[config.mk]
export PLATFORM = sky130hd
export DESIGN_NAME = nfc_host
export DESIGN_NICKNAME = d
export VERILOG_FILES = /design/src/hw/nfc_pkg.sv /design/src/hw/nfc_bbt.sv /design/src/hw/nfc_host.sv
export SDC_FILE = /design/constraint.sdc
export NUM_CORES = 1
export LEC_CHECK = 0
export ABC_AREA = 0
export ABC_CLOCK_PERIOD_IN_PS = 9800
export BUFFER_PORTS_ARGS = -buffer_cell sky130_fd_sc_hd__buf_4
export CAP_MARGIN = 15
export CORE_MARGIN = 3
export CORE_UTILIZATION = 50
export DETAILED_ROUTE_END_ITERATION = 12
export PLACE_DENSITY = 0.68
export SLEW_MARGIN = 5
export SYNTH_ARGS = -nofsm -noshare
export SYNTH_HDL_FRONTEND = slang
export SYNTH_HIERARCHICAL = 1
export SYNTH_SLANG_ARGS = --single-unit
[constraint.sdc]
create_clock -name ref_clk_i -period 9.8 [get_ports ref_clk_i]
set_input_delay 2.45 -clock ref_clk_i [delete_from_list [all_inputs] [get_ports ref_clk_i]]
set_output_delay 2.45 -clock ref_clk_i [all_outputs]
set_load 0.1 [all_outputs]
[src/hw/nfc_pkg.sv]
package nfc_pkg;
  // register word indices, byte address is index times four
  localparam logic [2:0] R_CMD = 3'h0;
  localparam logic [2:0] R_CTRL = 3'h1;
  localparam logic [2:0] R_COL = 3'h2;
  localparam logic [2:0] R_ROW = 3'h3;
  localparam logic [2:0] R_DATA = 3'h4;
  localparam logic [2:0] R_STAT = 3'h5;
  localparam logic [2:0] R_BAD = 3'h6;
  // control fields
  localparam int CF_WP = 0;
  localparam int CF_PLANE = 1;
  // status fields
  localparam int SF_BUSY = 0;
  localparam int SF_FAIL = 1;
  localparam int SF_REF = 2;
  localparam int SF_NOTFF = 3;
  localparam int SF_RB = 4;
  localparam int SF_PWR = 5;
  localparam int SF_PEND = 6;
  localparam int SF_SBYTE = 8;
  localparam int SF_PAR = 16;
  // operations written to the command register
  localparam logic [2:0] OP_RST = 3'h0;
  localparam logic [2:0] OP_PRD = 3'h1;
  localparam logic [2:0] OP_RDB = 3'h2;
  localparam logic [2:0] OP_WRB = 3'h3;
  localparam logic [2:0] OP_PCF = 3'h4;
  localparam logic [2:0] OP_ERS = 3'h5;
  localparam logic [2:0] OP_STS = 3'h6;
  localparam logic [2:0] OP_PST = 3'h7;
  // sequence item kinds
  localparam logic [2:0] K_CMD = 3'h0;
  localparam logic [2:0] K_ADR = 3'h1;
  localparam logic [2:0] K_DWR = 3'h2;
  localparam logic [2:0] K_DRD = 3'h3;
  localparam logic [2:0] K_WRB = 3'h4;
  localparam logic [2:0] K_END = 3'h5;
  localparam logic [2:0] K_NOP = 3'h6;
  // flash command bytes
  localparam logic [7:0] C_READ1 = 8'h00;
  localparam logic [7:0] C_READ2 = 8'h30;
  localparam logic [7:0] C_ERS1 = 8'h60;
  localparam logic [7:0] C_ERS2 = 8'hd0;
  localparam logic [7:0] C_PROG1 = 8'h80;
  localparam logic [7:0] C_PROG1B = 8'h81;
  localparam logic [7:0] C_PROG2 = 8'h10;
  localparam logic [7:0] C_PLANE = 8'h11;
  localparam logic [7:0] C_STAT = 8'h70;
  localparam logic [7:0] C_RESET = 8'hff;
  localparam int SB_FAIL = 0;
  localparam int SB_RDY = 6;
  localparam logic [7:0] ERASED = 8'hff;
  // address layout
  localparam int COL_W = 12;
  localparam int ROW_W = 17;
  localparam int BLK_LSB = 6;
  localparam int BLK_W = 11;
  localparam int BBT_DEPTH = 8;
  // timing
  localparam int CLK_NS = 4;
  localparam int T_CLS_NS = 12;
  localparam int T_WP_NS = 12;
  localparam int T_WH_NS = 10;
  localparam int T_ADL_NS = 70;
  localparam int T_REA_NS = 20;
  localparam int T_RHW_NS = 100;
  localparam int T_WB_NS = 100;
  localparam int T_RR_NS = 20;
  localparam int T_PWR_US = 100;
  localparam int SYNC_CYC = 2;
  localparam int SET_CYC = (T_CLS_NS + CLK_NS - 1) / CLK_NS;
  localparam int WP_CYC = (T_WP_NS + CLK_NS - 1) / CLK_NS;
  localparam int WH_CYC = (T_WH_NS + CLK_NS - 1) / CLK_NS;
  localparam int ADL_CYC = (T_ADL_NS + CLK_NS - 1) / CLK_NS;
  localparam int RDL_CYC = (T_REA_NS + CLK_NS - 1) / CLK_NS + SYNC_CYC;
  localparam int RHW_CYC = (T_RHW_NS + CLK_NS - 1) / CLK_NS;
  localparam int WB_CYC = (T_WB_NS + CLK_NS - 1) / CLK_NS;
  localparam int RR_CYC = (T_RR_NS + CLK_NS - 1) / CLK_NS;
  localparam int PWR_CYC = (T_PWR_US * 1000 + CLK_NS - 1) / CLK_NS;
  typedef enum logic [2:0] {
    st_pwr = 3'b000,
    st_idle = 3'b001,
    st_fetch = 3'b010,
    st_set = 3'b011,
    st_low = 3'b100,
    st_high = 3'b101,
    st_busy = 3'b110,
    st_rr = 3'b111
  } nfc_st_e;
endpackage

[src/hw/nfc_bbt.sv]
`timescale 1ns/10ps
module nfc_bbt #(
  parameter int DEPTH = 8,
  parameter int BW = 11
) (
  input wire logic ref_clk_i,
  input wire logic rst_b_i,
  input wire logic add_i,
  input wire logic [BW-1:0] add_blk_i,
  input wire logic [BW-1:0] chk_blk_i,
  output logic hit_o,
  output logic [$clog2(DEPTH+1)-1:0] cnt_o
);
  localparam int CW = $clog2(DEPTH + 1);
  generate
    if (DEPTH < 1 || BW < 1) begin : g_chk
      $error("nfc_bbt: bad parameter");
    end
  endgenerate
  logic [BW-1:0] blk_ff [DEPTH];
  logic [DEPTH-1:0] vld_ff;
  logic [DEPTH-1:0] hit_v;
  logic [DEPTH-1:0] dup_v;
  logic [CW-1:0] cnt_ff;
  wire full = (cnt_ff == CW'(DEPTH));
  wire do_add = add_i & ~(|dup_v) & ~full;
  genvar gi;
  generate
    for (gi = 0; gi < DEPTH; gi++) begin : g_ent
      assign hit_v[gi] = vld_ff[gi] & (blk_ff[gi] == chk_blk_i);
      assign dup_v[gi] = vld_ff[gi] & (blk_ff[gi] == add_blk_i);
      always_ff @(posedge ref_clk_i) begin
        if (!rst_b_i) begin
          vld_ff[gi] <= 1'b0;
          blk_ff[gi] <= '0;
        end else if (do_add && cnt_ff == CW'(gi)) begin
          vld_ff[gi] <= 1'b1;
          blk_ff[gi] <= add_blk_i;
        end
      end
    end
  endgenerate
  always_ff @(posedge ref_clk_i) begin
    if (!rst_b_i) begin
      cnt_ff <= '0;
    end else if (do_add) begin
      cnt_ff <= cnt_ff + CW'(1);
    end
  end
  assign hit_o = |hit_v;
  assign cnt_o = cnt_ff;
endmodule // nfc_bbt

[src/hw/nfc_host.sv]
// Implementation choices: the Avalon-MM register port and the placing of the registers.
`timescale 1ns/10ps
module nfc_host #(
  parameter int PWR_CYC = nfc_pkg::PWR_CYC,
  parameter int BBT_DEPTH = nfc_pkg::BBT_DEPTH
) (
  input wire logic ref_clk_i,
  input wire logic rst_b_i,
  input wire logic [4:0] avs_address_i,
  input wire logic avs_read_i,
  input wire logic avs_write_i,
  input wire logic [31:0] avs_writedata_i,
  input wire logic [3:0] avs_byteenable_i,
  output logic [31:0] avs_readdata_o,
  output logic avs_waitrequest_o,
  output logic nand_ce_b_o,
  output logic nand_cle_o,
  output logic nand_ale_o,
  output logic nand_we_b_o,
  output logic read_strobe_low_o,
  output logic nand_wp_b_o,
  input wire logic nand_rb_i,
  input wire logic [7:0] nand_dq_i,
  output logic [7:0] nand_dq_o,
  output logic nand_dq_oe_b_o
);
  localparam int PW = $clog2(PWR_CYC + 1);
  generate
    if (PWR_CYC < 2 || BBT_DEPTH < 1) begin : g_chk
      $error("nfc_host: bad parameter");
    end
  endgenerate

  ////////////////////////////////////////////////////////////////////////////
  // address bytes and per-operation sequences
  function automatic logic [7:0] abyte(input logic [2:0] idx, input logic [11:0] col,
                                       input logic [16:0] row);
    case (idx)
      3'h0: abyte = col[7:0];
      3'h1: abyte = {4'h0, col[11:8]};
      3'h2: abyte = row[7:0];
      3'h3: abyte = row[15:8];
      default: abyte = {7'h00, row[16]};
    endcase
  endfunction

  function automatic logic [10:0] item(input logic [2:0] op, input logic [3:0] stp,
                                       input logic [11:0] col, input logic [16:0] row,
                                       input logic sm, input logic two, input logic [7:0] wd);
    logic [2:0] ai;
    ai = stp[2:0] - 3'h1;
    item = {nfc_pkg::K_END, 8'h00};
    case (op)
      nfc_pkg::OP_RST: begin
        if (stp == 4'h0) item = {nfc_pkg::K_CMD, nfc_pkg::C_RESET};
        else if (stp == 4'h1) item = {nfc_pkg::K_WRB, 8'h00};
      end
      nfc_pkg::OP_PRD: begin
        if (stp == 4'h0) item = {nfc_pkg::K_CMD, nfc_pkg::C_READ1};
        else if (stp <= 4'h5) item = {nfc_pkg::K_ADR, abyte(ai, col, row)};
        else if (stp == 4'h6) item = {nfc_pkg::K_CMD, nfc_pkg::C_READ2};
        else if (stp == 4'h7) item = {nfc_pkg::K_WRB, 8'h00};
      end
      nfc_pkg::OP_RDB: begin
        // leave status mode before serial data out
        if (stp == 4'h0) item = sm ? {nfc_pkg::K_CMD, nfc_pkg::C_READ1} : {nfc_pkg::K_NOP, 8'h00};
        else if (stp == 4'h1) item = {nfc_pkg::K_DRD, 8'h00};
      end
      nfc_pkg::OP_WRB: begin
        if (stp == 4'h0) item = {nfc_pkg::K_DWR, wd};
      end
      nfc_pkg::OP_PST: begin
        if (stp == 4'h0) item = {nfc_pkg::K_CMD, two ? nfc_pkg::C_PROG1B : nfc_pkg::C_PROG1};
        else if (stp <= 4'h5) item = {nfc_pkg::K_ADR, abyte(ai, col, row)};
      end
      nfc_pkg::OP_PCF: begin
        if (stp == 4'h0) item = {nfc_pkg::K_CMD, two ? nfc_pkg::C_PLANE : nfc_pkg::C_PROG2};
        else if (stp == 4'h1) item = {nfc_pkg::K_WRB, 8'h00};
        else if (stp == 4'h2 && !two) item = {nfc_pkg::K_CMD, nfc_pkg::C_STAT};
        else if (stp == 4'h3 && !two) item = {nfc_pkg::K_DRD, 8'h00};
      end
      nfc_pkg::OP_ERS: begin
        if (stp == 4'h0) item = {nfc_pkg::K_CMD, nfc_pkg::C_ERS1};
        else if (stp <= 4'h3) item = {nfc_pkg::K_ADR, abyte(ai + 3'h2, col, row)};
        else if (stp == 4'h4) item = {nfc_pkg::K_CMD, nfc_pkg::C_ERS2};
        else if (stp == 4'h5) item = {nfc_pkg::K_WRB, 8'h00};
        else if (stp == 4'h6) item = {nfc_pkg::K_CMD, nfc_pkg::C_STAT};
        else if (stp == 4'h7) item = {nfc_pkg::K_DRD, 8'h00};
      end
      nfc_pkg::OP_STS: begin
        if (stp == 4'h0) item = {nfc_pkg::K_CMD, nfc_pkg::C_STAT};
        else if (stp == 4'h1) item = {nfc_pkg::K_DRD, 8'h00};
      end
      default: item = {nfc_pkg::K_END, 8'h00};
    endcase
  endfunction

  ////////////////////////////////////////////////////////////////////////////
  // state
  nfc_pkg::nfc_st_e st_ff, nxt_st;
  logic [7:0] cnt_ff, nxt_cnt;
  logic [3:0] step_ff, nxt_step;
  logic [2:0] kind_ff, nxt_kind;
  logic ce_b_ff, nxt_ce_b, cle_ff, nxt_cle, ale_ff, nxt_ale;
  logic we_b_ff, nxt_we_b, rd_b_ff, nxt_rd_b, oe_b_ff, nxt_oe_b;
  logic [7:0] dq_ff, nxt_dq;
  logic cap;
  logic [PW-1:0] pwr_cnt_ff;
  logic pwr_done_ff;
  logic rb_s1_ff, rb_s2_ff;
  logic [7:0] dq_s1_ff, dq_s2_ff;
  logic wp_rel_ff, plane_sel_ff, two_ff, pend_ff, stat_mode_ff;
  logic fail_ff, refused_ff, not_ff_ff;
  logic [nfc_pkg::COL_W-1:0] col_ff;
  logic [nfc_pkg::ROW_W-1:0] row_ff;
  logic [7:0] wdat_ff, rdat_ff, sbyte_ff, par_ff;
  logic [2:0] op_ff;
  logic last_vld_ff;
  logic [nfc_pkg::BLK_W-1:0] last_blk_ff;
  logic [nfc_pkg::BLK_LSB-1:0] last_pg_ff;
  logic rd_vld_ff;
  logic [31:0] rdata_ff, sts_w;
  logic bbt_hit;
  logic [$clog2(BBT_DEPTH+1)-1:0] bbt_cnt;

  ////////////////////////////////////////////////////////////////////////////
  // register decode
  wire [2:0] widx = avs_address_i[4:2];
  wire wr_ok = avs_write_i & avs_byteenable_i[0];
  wire idle = (st_ff == nfc_pkg::st_idle);
  wire [2:0] op_w = avs_writedata_i[2:0];
  wire cmd_acc = wr_ok & idle & (widx == nfc_pkg::R_CMD);
  wire [nfc_pkg::BLK_W-1:0] blk_w = row_ff[nfc_pkg::ROW_W-1:nfc_pkg::BLK_LSB];
  wire [nfc_pkg::BLK_LSB-1:0] pg_w = row_ff[nfc_pkg::BLK_LSB-1:0];
  wire op_pe = (op_w == nfc_pkg::OP_ERS) | (op_w == nfc_pkg::OP_PST) |
               (op_w == nfc_pkg::OP_PCF);
  wire ref_wp = op_pe & ~wp_rel_ff;
  wire ref_bad = ((op_w == nfc_pkg::OP_ERS) | (op_w == nfc_pkg::OP_PST)) & bbt_hit;
  wire ref_ord = (op_w == nfc_pkg::OP_PST) & ~pend_ff & last_vld_ff &
                 (last_blk_ff == blk_w) & (pg_w <= last_pg_ff);
  wire ref_pl = pend_ff & ~((op_w == nfc_pkg::OP_PST) | (op_w == nfc_pkg::OP_STS) |
                            (op_w == nfc_pkg::OP_RST));
  wire refuse = ref_wp | ref_bad | ref_ord | ref_pl;
  wire start = cmd_acc & ~refuse;
  wire [10:0] itm = item(op_ff, step_ff, col_ff, row_ff, stat_mode_ff, two_ff, wdat_ff);
  wire [2:0] itm_kind = itm[10:8];
  wire [7:0] itm_byte = itm[7:0];
  wire is_stat_op = (op_ff == nfc_pkg::OP_STS) | (op_ff == nfc_pkg::OP_ERS) |
                    (op_ff == nfc_pkg::OP_PCF);
  // only the status read after erase or final confirm judges the block
  wire fail_set = cap & dq_s2_ff[nfc_pkg::SB_FAIL] &
                  ((op_ff == nfc_pkg::OP_ERS) | (op_ff == nfc_pkg::OP_PCF));
  wire sw_add = wr_ok & idle & (widx == nfc_pkg::R_BAD);
  wire bbt_add = fail_set | sw_add;
  wire [nfc_pkg::BLK_W-1:0] bbt_blk = fail_set ? blk_w : avs_writedata_i[nfc_pkg::BLK_W-1:0];
  wire [7:0] hold_cyc = (kind_ff == nfc_pkg::K_DWR) ? 8'(nfc_pkg::WH_CYC) :
                        (kind_ff == nfc_pkg::K_DRD) ? 8'(nfc_pkg::RHW_CYC) :
                        8'(nfc_pkg::ADL_CYC);

  // writes stall until idle, which also holds off commands at power-up
  assign avs_waitrequest_o = (avs_write_i & ~idle) | (avs_read_i & ~rd_vld_ff);

  always_comb begin
    sts_w = '0;
    sts_w[nfc_pkg::SF_BUSY] = ~idle;
    sts_w[nfc_pkg::SF_FAIL] = fail_ff;
    sts_w[nfc_pkg::SF_REF] = refused_ff;
    sts_w[nfc_pkg::SF_NOTFF] = not_ff_ff;
    sts_w[nfc_pkg::SF_RB] = rb_s2_ff;
    sts_w[nfc_pkg::SF_PWR] = pwr_done_ff;
    sts_w[nfc_pkg::SF_PEND] = pend_ff;
    sts_w[nfc_pkg::SF_SBYTE +: 8] = sbyte_ff;
    sts_w[nfc_pkg::SF_PAR +: 8] = par_ff;
  end

  wire [31:0] rd_mux = (widx == nfc_pkg::R_CTRL) ? {30'h0, plane_sel_ff, wp_rel_ff} :
                       (widx == nfc_pkg::R_COL) ? {20'h0, col_ff} :
                       (widx == nfc_pkg::R_ROW) ? {15'h0, row_ff} :
                       (widx == nfc_pkg::R_DATA) ? {24'h0, rdat_ff} :
                       (widx == nfc_pkg::R_STAT) ? sts_w :
                       (widx == nfc_pkg::R_BAD) ? 32'(bbt_cnt) : 32'h0;

  ////////////////////////////////////////////////////////////////////////////
  // strobe sequencer
  always_comb begin
    nxt_st = st_ff;
    nxt_cnt = cnt_ff;
    nxt_step = step_ff;
    nxt_kind = kind_ff;
    nxt_ce_b = ce_b_ff;
    nxt_cle = cle_ff;
    nxt_ale = ale_ff;
    nxt_we_b = we_b_ff;
    nxt_rd_b = rd_b_ff;
    nxt_dq = dq_ff;
    nxt_oe_b = oe_b_ff;
    cap = 1'b0;
    case (st_ff)
      nfc_pkg::st_pwr: begin
        if (pwr_done_ff) nxt_st = nfc_pkg::st_idle;
      end
      nfc_pkg::st_idle: begin
        nxt_ce_b = 1'b1; // released between operations, page buffer keeps data
        nxt_oe_b = 1'b1;
        if (start) begin
          nxt_st = nfc_pkg::st_fetch;
          nxt_step = 4'h0;
        end
      end
      nfc_pkg::st_fetch: begin
        case (itm_kind)
          nfc_pkg::K_END: nxt_st = nfc_pkg::st_idle;
          nfc_pkg::K_NOP: nxt_step = step_ff + 4'h1;
          nfc_pkg::K_WRB: begin
            nxt_st = nfc_pkg::st_busy;
            nxt_cnt = 8'(nfc_pkg::WB_CYC);
          end
          default: begin
            nxt_st = nfc_pkg::st_set;
            nxt_kind = itm_kind;
            nxt_ce_b = 1'b0;
            nxt_cle = (itm_kind == nfc_pkg::K_CMD);
            nxt_ale = (itm_kind == nfc_pkg::K_ADR);
            nxt_dq = itm_byte;
            nxt_oe_b = (itm_kind == nfc_pkg::K_DRD);
            nxt_cnt = 8'(nfc_pkg::SET_CYC);
          end
        endcase
      end
      nfc_pkg::st_set: begin
        if (cnt_ff <= 8'h01) begin
          nxt_st = nfc_pkg::st_low;
          if (kind_ff == nfc_pkg::K_DRD) begin
            nxt_rd_b = 1'b0;
            nxt_cnt = 8'(nfc_pkg::RDL_CYC);
          end else begin
            nxt_we_b = 1'b0;
            nxt_cnt = 8'(nfc_pkg::WP_CYC);
          end
        end else begin
          nxt_cnt = cnt_ff - 8'h01;
        end
      end
      nfc_pkg::st_low: begin
        if (cnt_ff <= 8'h01) begin
          nxt_we_b = 1'b1; // byte latched on this rise
          nxt_rd_b = 1'b1;
          cap = (kind_ff == nfc_pkg::K_DRD);
          nxt_st = nfc_pkg::st_high;
          nxt_cnt = hold_cyc;
        end else begin
          nxt_cnt = cnt_ff - 8'h01;
        end
      end
      nfc_pkg::st_high: begin
        if (cnt_ff <= 8'h01) begin
          nxt_cle = 1'b0;
          nxt_ale = 1'b0;
          nxt_oe_b = 1'b1;
          nxt_step = step_ff + 4'h1;
          nxt_st = nfc_pkg::st_fetch;
        end else begin
          nxt_cnt = cnt_ff - 8'h01;
        end
      end
      nfc_pkg::st_busy: begin
        // nothing is issued while busy; chip select stays low through it
        if (cnt_ff != 8'h00) nxt_cnt = cnt_ff - 8'h01;
        else if (rb_s2_ff) begin
          nxt_st = nfc_pkg::st_rr;
          nxt_cnt = 8'(nfc_pkg::RR_CYC);
        end
      end
      nfc_pkg::st_rr: begin
        if (cnt_ff <= 8'h01) begin
          nxt_step = step_ff + 4'h1;
          nxt_st = nfc_pkg::st_fetch;
        end else begin
          nxt_cnt = cnt_ff - 8'h01;
        end
      end
      default: nxt_st = nfc_pkg::st_idle;
    endcase
  end

  always_ff @(posedge ref_clk_i) begin
    if (!rst_b_i) begin
      st_ff <= nfc_pkg::st_pwr;
      cnt_ff <= 8'h00;
      step_ff <= 4'h0;
      kind_ff <= nfc_pkg::K_END;
      {ce_b_ff, cle_ff, ale_ff, we_b_ff, rd_b_ff, oe_b_ff} <= 6'h27;
      dq_ff <= 8'h00;
    end else begin
      st_ff <= nxt_st;
      cnt_ff <= nxt_cnt;
      step_ff <= nxt_step;
      kind_ff <= nxt_kind;
      {ce_b_ff, cle_ff, ale_ff, we_b_ff, rd_b_ff, oe_b_ff} <=
        {nxt_ce_b, nxt_cle, nxt_ale, nxt_we_b, nxt_rd_b, nxt_oe_b};
      dq_ff <= nxt_dq;
    end
  end

  ////////////////////////////////////////////////////////////////////////////
  // synchronisers, power-up wait, bus reads
  always_ff @(posedge ref_clk_i) begin
    if (!rst_b_i) begin
      {rb_s1_ff, rb_s2_ff} <= 2'h0;
      {dq_s1_ff, dq_s2_ff} <= 16'h0000;
      pwr_cnt_ff <= '0;
      pwr_done_ff <= 1'b0;
      rd_vld_ff <= 1'b0;
      rdata_ff <= 32'h0;
    end else begin
      {rb_s1_ff, rb_s2_ff} <= {nand_rb_i, rb_s1_ff};
      {dq_s1_ff, dq_s2_ff} <= {nand_dq_i, dq_s1_ff};
      if (!pwr_done_ff) pwr_cnt_ff <= pwr_cnt_ff + PW'(1);
      if (pwr_cnt_ff == PW'(PWR_CYC - 1)) pwr_done_ff <= 1'b1;
      rd_vld_ff <= avs_read_i & ~rd_vld_ff;
      if (avs_read_i) rdata_ff <= rd_mux;
    end
  end

  ////////////////////////////////////////////////////////////////////////////
  // software registers and operation bookkeeping
  always_ff @(posedge ref_clk_i) begin
    if (!rst_b_i) begin
      {wp_rel_ff, plane_sel_ff, two_ff, pend_ff, stat_mode_ff} <= 5'h00;
      {fail_ff, refused_ff, not_ff_ff, last_vld_ff} <= 4'h0;
      col_ff <= '0;
      row_ff <= '0;
      {wdat_ff, rdat_ff, sbyte_ff, par_ff} <= 32'h0;
      op_ff <= nfc_pkg::OP_RST;
      last_blk_ff <= '0;
      last_pg_ff <= '0;
    end else begin
      if (wr_ok && idle && widx == nfc_pkg::R_CTRL) begin
        wp_rel_ff <= avs_writedata_i[nfc_pkg::CF_WP];
        plane_sel_ff <= avs_writedata_i[nfc_pkg::CF_PLANE];
      end
      if (wr_ok && idle && widx == nfc_pkg::R_COL) col_ff <= avs_writedata_i[nfc_pkg::COL_W-1:0];
      if (wr_ok && idle && widx == nfc_pkg::R_ROW) row_ff <= avs_writedata_i[nfc_pkg::ROW_W-1:0];
      if (wr_ok && idle && widx == nfc_pkg::R_DATA) wdat_ff <= avs_writedata_i[7:0];
      if (cmd_acc) refused_ff <= refuse;
      if (start) begin
        op_ff <= op_w;
        two_ff <= ((op_w == nfc_pkg::OP_PCF) & plane_sel_ff) |
                  ((op_w == nfc_pkg::OP_PST) & pend_ff);
        if (op_w == nfc_pkg::OP_PCF && plane_sel_ff) pend_ff <= 1'b1;
        if (op_w == nfc_pkg::OP_PST || op_w == nfc_pkg::OP_RST) pend_ff <= 1'b0;
        if (op_w == nfc_pkg::OP_PST && !pend_ff) begin
          last_vld_ff <= 1'b1;
          last_blk_ff <= blk_w;
          last_pg_ff <= pg_w;
        end
        if (op_w == nfc_pkg::OP_ERS && blk_w == last_blk_ff) last_vld_ff <= 1'b0;
        if (op_w == nfc_pkg::OP_PRD) par_ff <= 8'h00;
      end
      // a fresh failure wins over the clear from a new start
      if (fail_set) fail_ff <= 1'b1;
      else if (start) fail_ff <= 1'b0;
      if (st_ff == nfc_pkg::st_fetch && itm_kind == nfc_pkg::K_CMD)
        stat_mode_ff <= (itm_byte == nfc_pkg::C_STAT);
      if (cap) begin
        rdat_ff <= dq_s2_ff;
        if (is_stat_op) sbyte_ff <= dq_s2_ff;
        else begin
          not_ff_ff <= (dq_s2_ff != nfc_pkg::ERASED);
          par_ff <= par_ff ^ dq_s2_ff;
        end
      end
    end
  end

  ////////////////////////////////////////////////////////////////////////////
  nfc_bbt #(
    .DEPTH(BBT_DEPTH),
    .BW(nfc_pkg::BLK_W)
  ) u_bbt (
    .ref_clk_i(ref_clk_i),
    .rst_b_i(rst_b_i),
    .add_i(bbt_add),
    .add_blk_i(bbt_blk),
    .chk_blk_i(blk_w),
    .hit_o(bbt_hit),
    .cnt_o(bbt_cnt)
  );

  assign avs_readdata_o = rdata_ff;
  assign nand_ce_b_o = ce_b_ff;
  assign nand_cle_o = cle_ff;
  assign nand_ale_o = ale_ff;
  assign nand_we_b_o = we_b_ff;
  assign read_strobe_low_o = rd_b_ff;
  assign nand_dq_o = dq_ff;
  assign nand_dq_oe_b_o = oe_b_ff;
  // protect held low through power-up and until software releases it
  assign nand_wp_b_o = wp_rel_ff & pwr_done_ff;
endmodule // nfc_host

# --- Yosys cells after proc, flatten, opt, wreduce, memory -nomap -nowiden ---
# Memory sizes are Yosys's and may differ from the RTL's.
# Cells that the tools add are included.
# Widths: inputs -> output; s select.
totals:
  mem_bits_rw: 88
  memories: 1
  register_bits: 201
  output_inout_bits: 48
  wordCells: 395
classes:
  mux: 119
  order_cmp: 4
  n_bitwise: 69
  addsub: 6
  n_reduce_logical: 60
  n_eq_ne: 90
memory_table:
  columns: ["memory", "words", "word_bits", "read_ports", "rd_ports_with_merged_regs", "write_ports", "line_no", "source"]
  rows:
  - ["u_bbt.blk_ff", 8, 11, 8, 0, 8, "nfc_bbt.sv:20", "logic [BW-1:0] blk_ff [DEPTH];"]
ops:
  columns: ["cell", "n"]
  rows:
  - ["$mux 11", 30]
  - ["$eq 11x11->1", 18]
  - ["$mux 24", 5]
  - ["$pmux 11 s8", 1]
  - ["$mux 8", 9]
  - ["$pmux 8 s4", 2]
  - ["$eq 3x3->1 const B", 18]
  - ["$mux 1", 45]
  - ["$pmux 8 s5", 1]
  - ["$eq 3x2->1 const B", 13]
  - ["$and 1x1->1", 37]
  - ["$eq 4x3->1 const B", 8]
  - ["$mux 3", 8]
  - ["$ne 2x2->1 const B", 12]
  - ["$eq 3x1->1 const B", 7]
  - ["$logic_not 3->1", 7]
  - ["$or 1x1->1", 21]
  - ["$pmux 3 s7", 1]
  - ["$mux 4", 5]
  - ["$logic_and 1x1->1", 19]
  - ["$mux 9", 2]
  - ["$eq 4x2->1 const B", 4]
  - ["$pmux 8 s2", 1]
  - ["$reduce_and 4->1", 4]
  - ["other kinds (36)", 70]

# --- Depth between registers and ports, before layout ---
depth:
  word_depth: 17
  mapped_depth: 18

# --- Modules after synthesis ---
# Netlist, hierarchy kept.
modules_own_cells:
  columns: ["module", "cells_each", "n_inst", "area_per_inst_um2"]
  rows:
  - ["nfc_host", 1216, 1, 9432.8]
  - ["nfc_bbt", 588, 1, 5955.7]

# --- Worst setup path after synthesis ---
# Ideal clock, no wire load.
synth_timing:
  kind: "input to output"
  startpoint: "in avs_read_i"
  endpoint: "out avs_waitrequest_o"
  path_stages: 3
  required_time_ns: 7.350
  slack_ns: 2.379
  t_arrival_ns: 4.971
  n_path_buf: 1
  cell_sequence: "clkinv_1 > clkbuf_1 > o21ai_0"
synth_between:
  elab_chain_len: 2
synth_lines:
  columns: ["item", "line_no", "source"]
  rows:
  - ["start, declared", "nfc_host.sv:10", "input wire logic avs_read_i,"]
  - ["$and 1x1->1", "nfc_host.sv:161", "assign avs_waitrequest_o = (avs_write_i & ~idle) | (avs_read_i & ~rd_vld_ff);"]
  - ["$or 1x1->1", "nfc_host.sv:161", null]
  - ["end, declared", "nfc_host.sv:15", "output logic avs_waitrequest_o,"]
# No other way between the ends.

# --- Final worst setup path ---
# Same ends and word-level chain as after synthesis.

==> key figures <==
Die
  – I/O Pins: 102
  – Die Wd: 181 um
  – Chip height: 181 um
  – Full die area: 0.0329 sq mm
  – Core area: 0.0300 sq mm
  – Cell row count: 63
  – Starting Density: 51.4%

Critical path
  – Cell depth of the worst setup path: 4
  – Critical path class: in2out
  – Worst path top cell family by delay: buffers and inverters
  – Crit path launch: avs_read_i
  – Crit-path max cell delay: 0.54 ns
  – Crit path buf inv count: 3
  – Cell Chain, Critical Path: buf_4 > clkinv_1 > o21ai_0 > buf_4
  – Arrival @ worst endpoint: 4.00 ns
  – Reg2reg path depth: 11
  – Reg2Reg Launch Point: op_ff[2]
  – CP max stage cell: clkinv_1
  – Required time of the critical path: 7.35 ns
  – CP dominant cell by count: buf_4
  – Crit-path max FO: 22
  – Crit. End Element: output port
  – Startpoint types: input port

Timing
  – Final Max Slew Viols: 0
  – Worst-Margin Slew: 1.07 ns
  – Fin. Hold Viols: 0
  – Setup TNS: 0 ns
  – Final Skew: 0.0232 ns
  – Fmax: 155 MHz
  – Final setup viols: 0
  – Slew HR: 28.6%
  – Final Cycle Share: 65.8%
  – Final min period: 6.45 ns
  – RSZ-0062 raised after global routing: no

Finish
  – Post-route cell area: 0.0170 sq mm
  – Layout area overhead: 10.6%
  – Fillcell total: 2738
  – Multi-input gate area: 0.00813 sq mm
  – Storage cell area: 0.00651 sq mm
  – # diodes: 0
  – Final #Nets: 1882
  – Share of cells above drive strength 1: 9.87%

Min path
  – Hold WC Path Type: reg2reg
  – Hold_sp: rd_vld_ff
  – Hold Path Depth: 1

CTS
  – H-tree depth: 1
  – Setup Buffers After CTS: 0
  – Clk Latency, worst-skew pair: 0.57 ns
  – Post-CTS sizing: 0
  – Root Buffer Master: clkbuf_16
  – Clk sinks: 281
  – CTS clk-pin slew, worst paths: 0.06 ns
  – Hold bufs inserted after CTS: 0
  – CTS tree: yes
  – CTS Buf Count: 31
  – CTS Buffer Depth: 3

Placement
  – DP Area: 0.0160 sq mm
  – Placer Congestion: 0.930
  – DP HPWL: 29.3 mm
  – Port Buffers: 73

Route
  – DRC: 0
  – Vias/cell: 5.97
  – Drt initial violations: 1645
  – DRT Pass-1 Iters: 7
  – Drt wl/cell: 19.7 um
  – Drt total wl: 43.8 mm
  – Via Count: 13282
  – Detail Route Antenna Nets: 0

Pwr
  – Switching share of power: 25.5%
  – Combinational share of power: 9.0%
  – Internal: 0.00196 W
  – Power per cell area: 154 mW/mm^2
  – Clock power share: 43.3%
  – P_sw: 0.000670 W
  – Worst vdd ir: 0.000133 V
  – Reg power frac: 47.7%
  – Leakage Power: 5.70 nW

Yosys
  – Mapped Cells: 1804
  – Seq cells post-synth: 281
  – Synth cell types: 81
  – Synth top area cells: dfxtp_1 (25%), edfxtp_1 (17%), xnor2_1 (11%), nand2_1 (6.6%), nor2_1 (5.2%)
  – Post-synth EDFFs: 88
  – Post-Syn Area per Cell: 8.53 sq um
  – Synth warnings: 6
  – Async S/R FF share, synth: 0%
  – Netlist Area Pre-Place: 0.0154 sq mm
  – Top-area cell type share of the netlist area: 25.1%
  – Post-synthesis sequential area ratio: 42.3%
  – Synth area leader: dfxtp_1
  – Primary FF master, synth: dfxtp_1

Global route
  – Pin count of the biggest net entering global routing: 88
  – Global-route wire length before repair: 68.2 mm
  – Initial antenna violation count: 0
  – Tot GR Track Use: 25.4%
  – Vias in the first global route: 12341
  – Gr ovfl total: 0

Outcome
  – Outcome: finished clean

Run
  – Max Cap Violations: 0
## final timing paths
check / to / slack [ns]
worst min register to register: rd_vld_ff / 0.43
worst min-delay path: rd_vld_ff / 0.43
worst max-delay path: avs_waitrequest_o / 3.35
worst max register to register: u_bbt/blk_ff[0][23] / 3.80
## registers in the layout, indices dropped and copies added (netlist names), 4 cells and up
register and flops:
nand_dq_o 8, wdat_ff 8, rdat_ff 8, par_ff 8, u_bbt/cnt_o 4, dq_s2_ff 8
u_bbt/vld_ff 8, last_blk_ff 11, avs_readdata_o 24, step_ff 4, last_pg_ff 6, cnt_ff 8
u_bbt/blk_ff 88, dq_s1_ff 8, col_ff 12, row_ff 17, pwr_cnt_ff 15, sbyte_ff 8
## cell families (layout without fill, tap and decap cells)
logic type | Yosys count | count (layout) | synth area share [%]
AND/OR/NAND/NOR | 753 | 753 | 22.9
other | 1 | 8 | 0.0244
adder cells (fa/ha/maj) | 19 | 19 | 1.54
flip-flops | 281 | 281 | 42.3
AO/OA/AOI/OAI | 323 | 323 | 13.2
XOR/XNOR | 207 | 207 | 11.8
buffers and inverters | 173 | 196 | 5.05
multiplexers | 47 | 47 | 3.17
## cell usage in the layout (no fill, tap or decap), types with 35 or more instances in the layout
master / Yosys / final
o21ai_0: 64 / 64
a22oi_1: 35 / 35
xnor2_1: 195 / 195
nor2_1: 214 / 214
a21oi_1: 122 / 122
edfxtp_1: 88 / 88
buf_4: 20 / 100
nand4_1: 60 / 60
nand2_1: 272 / 272
dfxtp_1: 193 / 193
nor3_1: 43 / 43
## metrics by stage
step / total power (W) / utilization (%) / instances / hold WS (ns) / setup WS, ns
final: 0.00263 / 56.8 / 2224 / 0.429 / 3.35
after floorplan: 0.00145 / - / 1811 / 0.392 / 2.38
after CTS: 0.00264 / 56.7 / 2221 / 0.421 / 3.35
after global routing: 0.00271 / 56.8 / 2224 / 0.445 / 3.26
after detailed placement: 0.00151 / 53.4 / 2163 / 0.412 / 3.34
after global placement: 0.00151 / 53.4 / 2163 / 0.405 / 3.34
## synth_stat cells (all sizes together), types with 29 or more instances
| cell type | number |
|---|---|
| dfxtp | 193 |
| xnor2 | 195 |
| inv | 35 |
| buf | 44 |
| a21oi | 122 |
| nand3 | 33 |
| nor2 | 214 |
| mux2i | 33 |
| o21ai | 66 |
| nand4 | 61 |
| nor3 | 46 |
| a22oi | 35 |
| nand2 | 272 |
| and2 | 29 |
| clkbuf | 93 |
| edfxtp | 88 |
## layer usage
metal | wire [um] | vias to the layer above | global-route usage (%)
met5 | 0 | - | 0
met4 | 1330 | 0 | 7.74
met3 | 3700 | 104 | 3.37
met2 | 18700 | 630 | 38.3
met1 | 20100 | 6311 | 38.1
li1 | - | 6237 | -
## power groups by stage
stage               clock network, W  registers, W  logic [W]
floorplan                          0       0.00128   0.000167
global placement                   0       0.00128   0.000230
detailed placement                 0       0.00128   0.000233
CTS                          0.00115       0.00125   0.000234
global route                 0.00120       0.00126   0.000255
finish                       0.00114       0.00125   0.000237
## area by class of cell
| type | count | area share (%) |
|---|---|---|
| sequential | 281 | 38.2 |
| timing repair buffer | 102 | 4.53 |
| clock buffer | 41 | 4.95 |
| tap | 390 | 2.87 |
| inverter | 36 | 0.808 |
| clock inverter | 17 | 0.867 |
| multi-input combinational | 1357 | 47.8 |
Note: power is estimated with default switching activity, not from simulation.
